`src/verilog/lvw_pkg.sv`:
```
package lvw_pkg;
    // ==========================================================
    // widths
    localparam int unsigned SAMPLE_W = 10;
    localparam int unsigned ADDR_W = 8;
    localparam int unsigned DATA_W = 8;
    localparam int unsigned LOW_W = 2;
    localparam int unsigned SPAN_W = 2;

    // ==========================================================
    // register offsets
    localparam logic [7:0] OFS_LATEST_VOLTAGE_HIGH = 8'h02;
    localparam logic [7:0] OFS_LATEST_VOLTAGE_LOW = 8'h03;
    localparam logic [7:0] OFS_PEAK_CURRENT_HIGH = 8'h0A;
    localparam logic [7:0] OFS_PEAK_CURRENT_LOW = 8'h0B;
    localparam logic [7:0] OFS_VOLTAGE_SPAN_SELECT = 8'h18;
    localparam logic [7:0] OFS_LOW_VOLTAGE_WARN_HIGH = 8'h1A;
    localparam logic [7:0] OFS_LOW_VOLTAGE_WARN_LOW = 8'h1B;
    localparam logic [7:0] OFS_LOW_VOLTAGE_CRIT_HIGH = 8'h1C;
    localparam logic [7:0] OFS_LOW_VOLTAGE_CRIT_LOW = 8'h1D;

    // ==========================================================
    // reset values
    localparam logic [7:0] RST_BYTE = 8'h00;
    localparam logic [1:0] RST_LOW = 2'h0;
    localparam logic [9:0] RST_SAMPLE = 10'h000;
    localparam logic [7:0] READ_UNMAPPED = 8'h00;

    // ==========================================================
    // full-scale span codes
    localparam logic [1:0] SPAN_16V = 2'h0;
    localparam logic [1:0] SPAN_8V = 2'h1;
    localparam logic [1:0] SPAN_4V = 2'h2;
    localparam logic [1:0] SPAN_2V = 2'h3;
    localparam int unsigned SPAN_16V_VOLTS = 16;
    localparam int unsigned SPAN_8V_VOLTS = 8;
    localparam int unsigned SPAN_4V_VOLTS = 4;
    localparam int unsigned SPAN_2V_VOLTS = 2;

    // ==========================================================
    // safety response codes
    localparam logic [1:0] SAFE_FULL = 2'h0;
    localparam logic [1:0] SAFE_PG = 2'h1;
    localparam logic [1:0] SAFE_ALERT = 2'h2;

    // ==========================================================
    // carriers
    typedef struct packed {
        logic valid;
        logic is_current;
        logic [9:0] data;
    } lvw_sample_t;

    typedef struct packed {
        logic wr;
        logic rd;
        logic [7:0] addr;
        logic [7:0] wdata;
    } lvw_reg_req_t;
endpackage

```
`src/verilog/lvw_monitor.sv`:
```
`timescale 1ns/1ps
// Contract
// each voltage sample becomes latest measurement
// software selects one of four spans
// span code 00..11 is 16,8,4,2 V
// span resets to code zero
// latest voltage readable at 0x02/0x03
// bits 9:2 high, 1:0 low
// peak current held, split, resets zero
// every voltage sample checked against four limits
// power good and outside warning drives alert low
// critical violation acts per safety code
// warning violations only ever raise alert
// low warning limit read-write, resets zero
// low critical upper byte read-write, resets zero
// any limit ordering is accepted
// codes 00,01,10 give full, pg, alert
// peak replaced by any larger current sample
// peak cleared at startup or clear command
// limits compared as full 10-bit values
// unused low-register bits read zero
module lvw_monitor (
    input wire logic clock,
    input wire logic reset,
    input wire lvw_pkg::lvw_sample_t sample_in,
    input wire lvw_pkg::lvw_reg_req_t reg_req,
    input wire logic [1:0] safety_response_code,
    input wire logic [9:0] high_voltage_warning_limit,
    input wire logic [9:0] high_voltage_critical_limit,
    input wire logic channel_startup,
    input wire logic peak_clear,
    output logic [7:0] reg_rdata_ff,
    output logic reg_rvalid_ff,
    output logic [1:0] span_code_ff,
    output logic alert_n_ff,
    output logic power_good_out_ff,
    output logic channel_off_ff
);
    import lvw_pkg::*;

    // ==========================================================
    // helpers
    function automatic logic [9:0] join10(input logic [7:0] hi,
                                          input logic [1:0] lo);
        return {hi, lo};
    endfunction

    function automatic logic [7:0] high8(input logic [9:0] v);
        return v[9:2];
    endfunction

    function automatic logic [7:0] low8(input logic [9:0] v);
        return {6'h00, v[1:0]};
    endfunction

    // full-scale volts for a span code, used only by the span decode check
    function automatic int unsigned span_volts(input logic [1:0] c);
        int unsigned v;
        v = SPAN_16V_VOLTS;
        case (c)
            SPAN_16V: v = SPAN_16V_VOLTS;
            SPAN_8V: v = SPAN_8V_VOLTS;
            SPAN_4V: v = SPAN_4V_VOLTS;
            default: v = SPAN_2V_VOLTS;
        endcase
        return v;
    endfunction

    // ==========================================================
    // register storage
    logic [9:0] latest_voltage_ff;
    logic [9:0] peak_current_ff;
    logic [7:0] low_warn_high_ff;
    logic [1:0] low_warn_field_ff;
    logic [7:0] low_crit_high_ff;
    logic [1:0] low_crit_field_ff;
    logic volt_sample;
    logic curr_sample;
    logic wr_hit;

    assign volt_sample = sample_in.valid && !sample_in.is_current;
    assign curr_sample = sample_in.valid && sample_in.is_current;
    assign wr_hit = reg_req.wr;

    // latest voltage follows every voltage sample
    always_ff @(posedge clock) begin
        if (reset) begin
            latest_voltage_ff <= RST_SAMPLE;
        end else if (volt_sample) begin
            latest_voltage_ff <= sample_in.data;
        end
    end

    // a coincident sample beats the clear so no peak is lost
    always_ff @(posedge clock) begin
        if (reset) begin
            peak_current_ff <= RST_SAMPLE;
        end else if (curr_sample &&
                     (channel_startup || peak_clear ||
                      sample_in.data > peak_current_ff)) begin
            peak_current_ff <= sample_in.data;
        end else if (channel_startup || peak_clear) begin
            peak_current_ff <= RST_SAMPLE;
        end
    end

    // writable registers; only defined bits are stored
    always_ff @(posedge clock) begin
        if (reset) begin
            span_code_ff <= SPAN_16V;
            low_warn_high_ff <= RST_BYTE;
            low_warn_field_ff <= RST_LOW;
            low_crit_high_ff <= RST_BYTE;
            low_crit_field_ff <= RST_LOW;
        end else if (wr_hit) begin
            if (reg_req.addr == OFS_VOLTAGE_SPAN_SELECT) begin
                span_code_ff <= reg_req.wdata[1:0];
            end else if (reg_req.addr == OFS_LOW_VOLTAGE_WARN_HIGH) begin
                low_warn_high_ff <= reg_req.wdata;
            end else if (reg_req.addr == OFS_LOW_VOLTAGE_WARN_LOW) begin
                low_warn_field_ff <= reg_req.wdata[1:0];
            end else if (reg_req.addr == OFS_LOW_VOLTAGE_CRIT_HIGH) begin
                low_crit_high_ff <= reg_req.wdata;
            end else if (reg_req.addr == OFS_LOW_VOLTAGE_CRIT_LOW) begin
                low_crit_field_ff <= reg_req.wdata[1:0];
            end
        end
    end

    // ==========================================================
    // read port: data one cycle after the read strobe
    logic [7:0] nxt_rdata;

    always_comb begin
        nxt_rdata = READ_UNMAPPED;
        if (reg_req.addr == OFS_LATEST_VOLTAGE_HIGH) begin
            nxt_rdata = high8(latest_voltage_ff);
        end else if (reg_req.addr == OFS_LATEST_VOLTAGE_LOW) begin
            nxt_rdata = low8(latest_voltage_ff);
        end else if (reg_req.addr == OFS_PEAK_CURRENT_HIGH) begin
            nxt_rdata = high8(peak_current_ff);
        end else if (reg_req.addr == OFS_PEAK_CURRENT_LOW) begin
            nxt_rdata = low8(peak_current_ff);
        end else if (reg_req.addr == OFS_VOLTAGE_SPAN_SELECT) begin
            nxt_rdata = {6'h00, span_code_ff};
        end else if (reg_req.addr == OFS_LOW_VOLTAGE_WARN_HIGH) begin
            nxt_rdata = low_warn_high_ff;
        end else if (reg_req.addr == OFS_LOW_VOLTAGE_WARN_LOW) begin
            nxt_rdata = {6'h00, low_warn_field_ff};
        end else if (reg_req.addr == OFS_LOW_VOLTAGE_CRIT_HIGH) begin
            nxt_rdata = low_crit_high_ff;
        end else if (reg_req.addr == OFS_LOW_VOLTAGE_CRIT_LOW) begin
            nxt_rdata = {6'h00, low_crit_field_ff};
        end
    end

    always_ff @(posedge clock) begin
        if (reset) begin
            reg_rdata_ff <= RST_BYTE;
            reg_rvalid_ff <= 1'b0;
        end else begin
            reg_rvalid_ff <= reg_req.rd;
            if (reg_req.rd) begin
                reg_rdata_ff <= nxt_rdata;
            end
        end
    end

    // ==========================================================
    // window comparators
    logic [9:0] low_warning_limit;
    logic [9:0] low_critical_limit;
    logic out_warn;
    logic out_crit;
    logic in_crit;
    logic [1:0] safe_code;

    // limits are never checked against each other, any order works
    assign low_warning_limit = join10(low_warn_high_ff,
                                      low_warn_field_ff);
    assign low_critical_limit = join10(low_crit_high_ff,
                                       low_crit_field_ff);
    assign out_warn = (sample_in.data < low_warning_limit) ||
                      (sample_in.data > high_voltage_warning_limit);
    assign out_crit = (sample_in.data < low_critical_limit) ||
                      (sample_in.data > high_voltage_critical_limit);
    assign in_crit = !out_crit;
    // code 11 is undefined; treated as the mildest response
    assign safe_code = (safety_response_code == SAFE_FULL ||
                        safety_response_code == SAFE_PG) ?
                       safety_response_code : SAFE_ALERT;

    // power good follows the critical window unless told to keep it
    always_ff @(posedge clock) begin
        if (reset) begin
            power_good_out_ff <= 1'b0;
        end else if (volt_sample) begin
            if (in_crit) begin
                power_good_out_ff <= 1'b1;
            end else if (safe_code != SAFE_ALERT) begin
                power_good_out_ff <= 1'b0;
            end
        end
    end

    // alert is a level re-evaluated on every voltage sample
    always_ff @(posedge clock) begin
        if (reset) begin
            alert_n_ff <= 1'b1;
        end else if (volt_sample) begin
            alert_n_ff <= !((power_good_out_ff && out_warn) ||
                            out_crit);
        end
    end

    // shutdown latches; only a channel restart releases it
    always_ff @(posedge clock) begin
        if (reset) begin
            channel_off_ff <= 1'b0;
        end else if (volt_sample && out_crit && safe_code == SAFE_FULL) begin
            channel_off_ff <= 1'b1;
        end else if (channel_startup) begin
            channel_off_ff <= 1'b0;
        end
    end
endmodule

```
`config.mk`:
```
export PLATFORM = sky130hd
export DESIGN_NAME = lvw_monitor
export DESIGN_NICKNAME = d
export VERILOG_FILES = /design/src/verilog/lvw_pkg.sv /design/src/verilog/lvw_monitor.sv
export SDC_FILE = /design/constraint.sdc
export NUM_CORES = 1
export LEC_CHECK = 0
export ABC_CLOCK_PERIOD_IN_PS = 2600
export BUFFER_PORTS_ARGS = -buffer_cell sky130_fd_sc_hd__buf_2
export CORE_UTILIZATION = 55
export CTS_BUF_LIST = sky130_fd_sc_hd__clkbuf_2
export CTS_CLUSTER_SIZE = 25
export DETAILED_ROUTE_END_ITERATION = 8
export GPL_ROUTABILITY_DRIVEN = 0
export GPL_TIMING_DRIVEN = 0
export PLACE_DENSITY = 0.83
export REMOVE_ABC_BUFFERS = 1
export SLEW_MARGIN = 5
export SYNTH_ARGS = -nofsm -noshare
export SYNTH_HDL_FRONTEND = slang
export SYNTH_SLANG_ARGS = --single-unit
```
`constraint.sdc`:
```
create_clock -name clock -period 2.6 [get_ports clock]
set_input_delay 0.52 -clock clock [delete_from_list [all_inputs] [get_ports clock]]
set_output_delay 0.52 -clock clock [all_outputs]
set_load 0.1 [all_outputs]
```
Yosys cells after proc, flatten, opt, wreduce, memory -nomap -nowiden
Index checks and enable logic that the tools add are counted.
{"block": "totals", "register_bits": 54, "out_inout_bits": 14, "elab_cells": 73}
{"block": "op_classes", "order_cmp": 5, "n_eq_ne": 12, "n_mux": 16, "bitwise": 4, "n_reduce_logical": 24}
{"op": "$mux W8", "n": 8}
{"op": "$eq A8 B5 Y1 const B", "n": 5}
{"op": "$gt A10 B10 Y1", "n": 3}
{"op": "$lt A10 B10 Y1", "n": 2}
{"op": "$mux W10", "n": 2}
{"op": "$eq A8 B2 Y1 const B", "n": 2}
{"op": "$eq A8 B4 Y1 const B", "n": 2}
{"op": "$logic_and A1 B1 Y1", "n": 6}
{"op": "$logic_or A1 B1 Y1", "n": 6}
{"op": "$reduce_and A6 Y1", "n": 1}
{"op": "$reduce_and A5 Y1", "n": 1}
{"op": "$logic_not A2 Y1", "n": 2}
{"op": "$mux W1", "n": 4}
{"op": "$mux W2", "n": 2}
{"op": "$not A1 Y1", "n": 4}
{"op": "$reduce_and A2 Y1", "n": 2}
{"op": "$reduce_and A4 Y1", "n": 1}
{"op": "$reduce_bool A2 Y1", "n": 2}
{"op": "$reduce_and A3 Y1", "n": 1}
{"op": "$eq A2 B1 Y1 const B", "n": 1}
{"op": "$logic_not A1 Y1", "n": 2}
{"op": "$ne A2 B1 Y1 const B", "n": 1}
{"op": "$ne A2 B2 Y1 const B", "n": 1}

Logic depth before layout (Yosys ltp)
{"block": "depth", "ltp_word": 10, "depth_mapped": 9, "mapped_depth_nobuf": 8}

Least setup slack after synthesis
OpenSTA, ideal clock, no wires.
{"block": "synth_timing", "path_type": "input to register", "startpoint": "input port sample_in[3] (netlist bit)", "endpoint": "register peak_current_ff[1]", "t_arrival_ns": 1.974, "setup_slack_ns": 0.509, "cell_stages": 8, "n_path_buf": 1, "cell_sequence": "ha_1 -> nand3_1 -> a21oi_1 -> o311ai_1 -> a31oi_1 -> o31a_1 -> buf_2 -> a22o_1"}
{"block": "synth_between", "elab_chain_len": 4, "elab_cells_between_ends": 5}
{"element": "from (decl)", "line": "lvw_monitor.sv:25", "rtl": "input wire lvw_pkg::lvw_sample_t sample_in,"}
{"element": "$gt A10 B10 Y1 *", "line": "lvw_monitor.sv:100", "rtl": "sample_in.data > peak_current_ff)) begin"}
{"element": "$logic_or A1 B1 Y1 *", "line": "lvw_monitor.sv:99", "rtl": "(channel_startup || peak_clear ||"}
{"element": "$logic_and A1 B1 Y1 *", "line": "lvw_monitor.sv:98", "rtl": "end else if (curr_sample &&"}
{"element": "$mux W10 or $reduce_bool A2 Y1 (tied branches)"}
{"element": "to (signal assigned)", "line": "lvw_monitor.sv:101", "rtl": "peak_current_ff <= sample_in.data;"}
{"element": "to (decl)", "line": "lvw_monitor.sv:72", "rtl": "logic [9:0] peak_current_ff;"}
Mark *: on every way between the ends. The rest lies on a longest branch, timed or not.
A chain may end at the register's enable or synchronous reset.

Worst setup path after layout
{"block": "layout_timing", "startpoint": "register peak_current_ff[3]", "endpoint": "register peak_current_ff[3]"}
{"block": "layout_between", "elab_chain_len": 4, "elab_cells_between_ends": 5}
{"element": "$gt A10 B10 Y1 *", "line": "lvw_monitor.sv:100"}
{"element": "$logic_or A1 B1 Y1 *", "line": "lvw_monitor.sv:99"}
{"element": "$logic_and A1 B1 Y1 *", "line": "lvw_monitor.sv:98"}
{"element": "$mux W10 or $reduce_bool A2 Y1 (tied branches)"}
Marks and branches as above.

==> flow_summary_export.csv <==
group,metric,value,unit
timing,finalCritPeriodShare,88.6,%
yosys,netlist_area,3450,µm²
power,p_comb_share,20.7,%
placed_design,placed_area,3820,µm²
floorplan,dieArea,6600,µm²
critical_path,crit_type,"reg2reg",
power,seq_power_share,52.9,%
yosys,synthDistinctLibCells,49,
clocking,cts_sinks,54,
final_layout,final_cell_area,3880,µm²
power,power_per_cell_area,420,nW/µm²
critical_path,max_stage_delay,480,ps
floorplan,core,5990,µm²
yosys,synth_edf_count,0,
power,internal-power,1.14,mW
clocking,cts_resized,0,
timing,slew_viol_final,0,
timing,tightestPinTransition,900,ps
power,clock_power_share,26.4,%
detailed_routing,avgViaCountPerCell,5.85,
timing,fin_skew,29.1,ps
detailed_routing,dr.pass1.iters,5,
yosys,yosysTopAreaCell,"dfxtp_1",
detailed_routing,dr_total_vias,3184,
clocking,clk_latency,460,ps
yosys,synthArstFlopShare,0,%
yosys,syn_area_per_cell,8.53,µm²
global_routing,grt_max_degree,49,
yosys,muxShareOfSynthArea,6.08,%
yosys,synth_top_family_by_area,"compound AO/OA/AOI/OAI gates",
yosys,syn_inst,405,
critical_path,worstPathCellList,"inv_1 > ha_1 > a21oi_1 > nor2b_1 > o311ai_1 > a311oi_1 > nor4_4 > a22o_1",
placed_design,hpwlAfterDp,6550,µm
worst_hold_path,hold_path_class,"in2reg",
yosys,synthTopCellsByArea,"dfxtp_1, ha_1, mux2i_1",
global_routing,grt_pass1_vias,3106,
clocking,path_clk_slew,270,ps
detailed_routing,m1WireLength,3770,µm
yosys,yosysSeqAreaShare,31.3,%
timing,whs,285,ps
yosys,synth_compound_area_share,20.0,%
floorplan,ios,70,
floorplan,fp.dieW,81.3,µm
yosys,netlist.area_leader.share,31.3,%
yosys,synthSimpleGateAreaFrac,17.3,%
final_layout,instances_no_fill,544,
global_routing,antenna_found_initial,0,
final_layout,syn_to_final_growth,12.5,%
flow_run,drv_cap,0,
power,p_leak,1.72,nW
clocking,numCtsBuffers,5,
yosys,yosysMostFrequentCell,"dfxtp_1",
timing,setup_violations,0,
timing,finalHoldViolCount,0,
detailed_routing,route.met2.wl,4090,µm
critical_path,cp.arrival,2720,ps
detailed_routing,wl,8400,µm
timing,max_freq,434,MHz
clocking,cts.htree.levels,2,
yosys,yosys_warnings,0,
floorplan,rows,28,
critical_path,critPathRequiredTime,3020,ps
yosys,synth_seq_cells,54,
yosys,synth-xor-area-share,0,%
timing,fin_tns_setup,0,ps
timing,rsz0062_at_grt,"false",
clocking,cts_tree,"built",
final_layout,drive_gt1_share,17.5,%
detailed_routing,drt-initial-drc-count,170,
critical_path,cp_slowest_cell,"nor4_4",
final_layout,n_antenna_cell,0,
floorplan,initial_core_util,57.7,%
detailed_routing,route.detailed.drc,0,
final_layout,nNetsFinal,572,
critical_path,worstSetupEndpointType,"register",
global_routing,grt_pass1_wl,13800,µm
clocking,cts_buffer_depth,2,
global_routing,globalRouteOverflowTotal,0,
global_routing,track_usage,27.3,%
yosys,synthAdderAreaFrac,17.4,%
yosys,ys.flop_type,"dfxtp_1",
critical_path,start_kind,"register",
floorplan,die_y,81.3,µm
detailed_routing,ant_nets,0,
clocking,post_cts_buffers,0,
yosys,synth_common_cells,"dfxtp_1, inv_1, ha_1",
placed_design,io_buffers,69,
clocking,hold_buffers,0,
power,switching_power,0.497,mW
detailed_routing,routed.top_layer,"met4",
placed_design,placed_cells,536,
final_layout,final_util,64.8,%
detailed_routing,routedWlPerCell,15.4,µm
power,vdd_drop_max,0.378,mV
status,status,"completed",
detailed_routing,wl_met3,359,µm
timing,slew_headroom,40.0,%
clocking,root_buffer,"clkbuf_2",
critical_path,cp_max_fo,10,
power,switching_share,30.4,%
timing,period_needed,2300,ps
## routing by layer
metal	up-vias	track usage [%]
li1	1582	-
met1	1485	32.5
met3	21	4.61
met4	0	10.9
met5	-	0
met2	96	48.4
## flip-flops by register name (all words and copies together), names as in the netlist, 2 cells and up
name / count
latest_voltage_ff: 10
peak_current_ff: 10
low_crit_high_ff: 8
low_warn_high_ff: 8
reg_rdata_ff: 8
low_crit_field_ff: 2
low_warn_field_ff: 2
span_code_ff: 2
## placed cells by master (no fill, tap or decap), types with 4 or more instances in the layout
| cell type | count |
|---|---|
| a211oi_1 | 4 |
| a21oi_1 | 26 |
| a222oi_1 | 6 |
| a22o_1 | 10 |
| a311oi_1 | 7 |
| buf_2 | 69 |
| clkbuf_2 | 6 |
| dfxtp_1 | 54 |
| ha_1 | 48 |
| inv_1 | 53 |
| mux2i_1 | 21 |
| nand2_1 | 39 |
| nand2b_1 | 6 |
| nand3_1 | 7 |
| nand4_1 | 4 |
| nor2_1 | 38 |
| nor2b_1 | 5 |
| nor3_1 | 4 |
| o211ai_1 | 6 |
| o21ai_0 | 10 |
## power by group through the flow
stage	registers [mW]	clock network (mW)	logic, mW
3_5_place_dp	0.879	0	0.334
5_1_grt	0.868	0.474	0.377
2_1_floorplan	0.933	0	0.146
4_1_cts	0.864	0.438	0.337
3_3_place_gp	0.878	0	0.320
6_report	0.864	0.431	0.338
## through the flow
step           total power [mW]  setup slack (ps)
6_report                   1.63               295
5_1_grt                    1.72               148
4_1_cts                    1.64               354
3_5_place_dp               1.21              86.6
3_3_place_gp               1.20               130
2_1_floorplan              1.08               535
## critical path, delay by kind of cell (launching register included)
kind	cells	cell delay (ps)
AOI/OAI and AO/OA	4	890
adders and majority gates	1	300
buffers and inverters	1	60
DFF	1	470
and+or+nand+nor	2	550
## logic make-up after synthesis
group,after synthesis
flip-flops,54
multiplexers,21
AND/OR/NAND/NOR,120
AO/OA/AOI/OAI,96
adder cells (fa/ha/maj),48
buffers and inverters,66
## cell type report
class / count / area (µm²)
Clock buffer: 6 / 30.0
Clock inverter: 2 / 37.5
Fill cell: 553 / 2110
Inverter: 53 / 199
Multi-Input combinational cell: 285 / 2100
Sequential cell: 54 / 1080
Tap cell: 75 / 93.8
Timing Repair Buffer: 69 / 345
## path summary, 6_finish.rpt
| kind | to | startpoint | slack (ps) | cells past startpoint |
|---|---|---|---|---|
| max reg2reg | peak_current_ff[3] | peak_current_ff[3] | 300 | 8 |
| max | peak_current_ff[3] | peak_current_ff[3] | 300 | 8 |
| min | low_crit_high_ff[7] | reg_req[7] | 290 | 3 |
| min reg2reg | latest_voltage_ff[3] | latest_voltage_ff[3] | 470 | 2 |
Note: power is estimated with default switching activity, not from simulation.
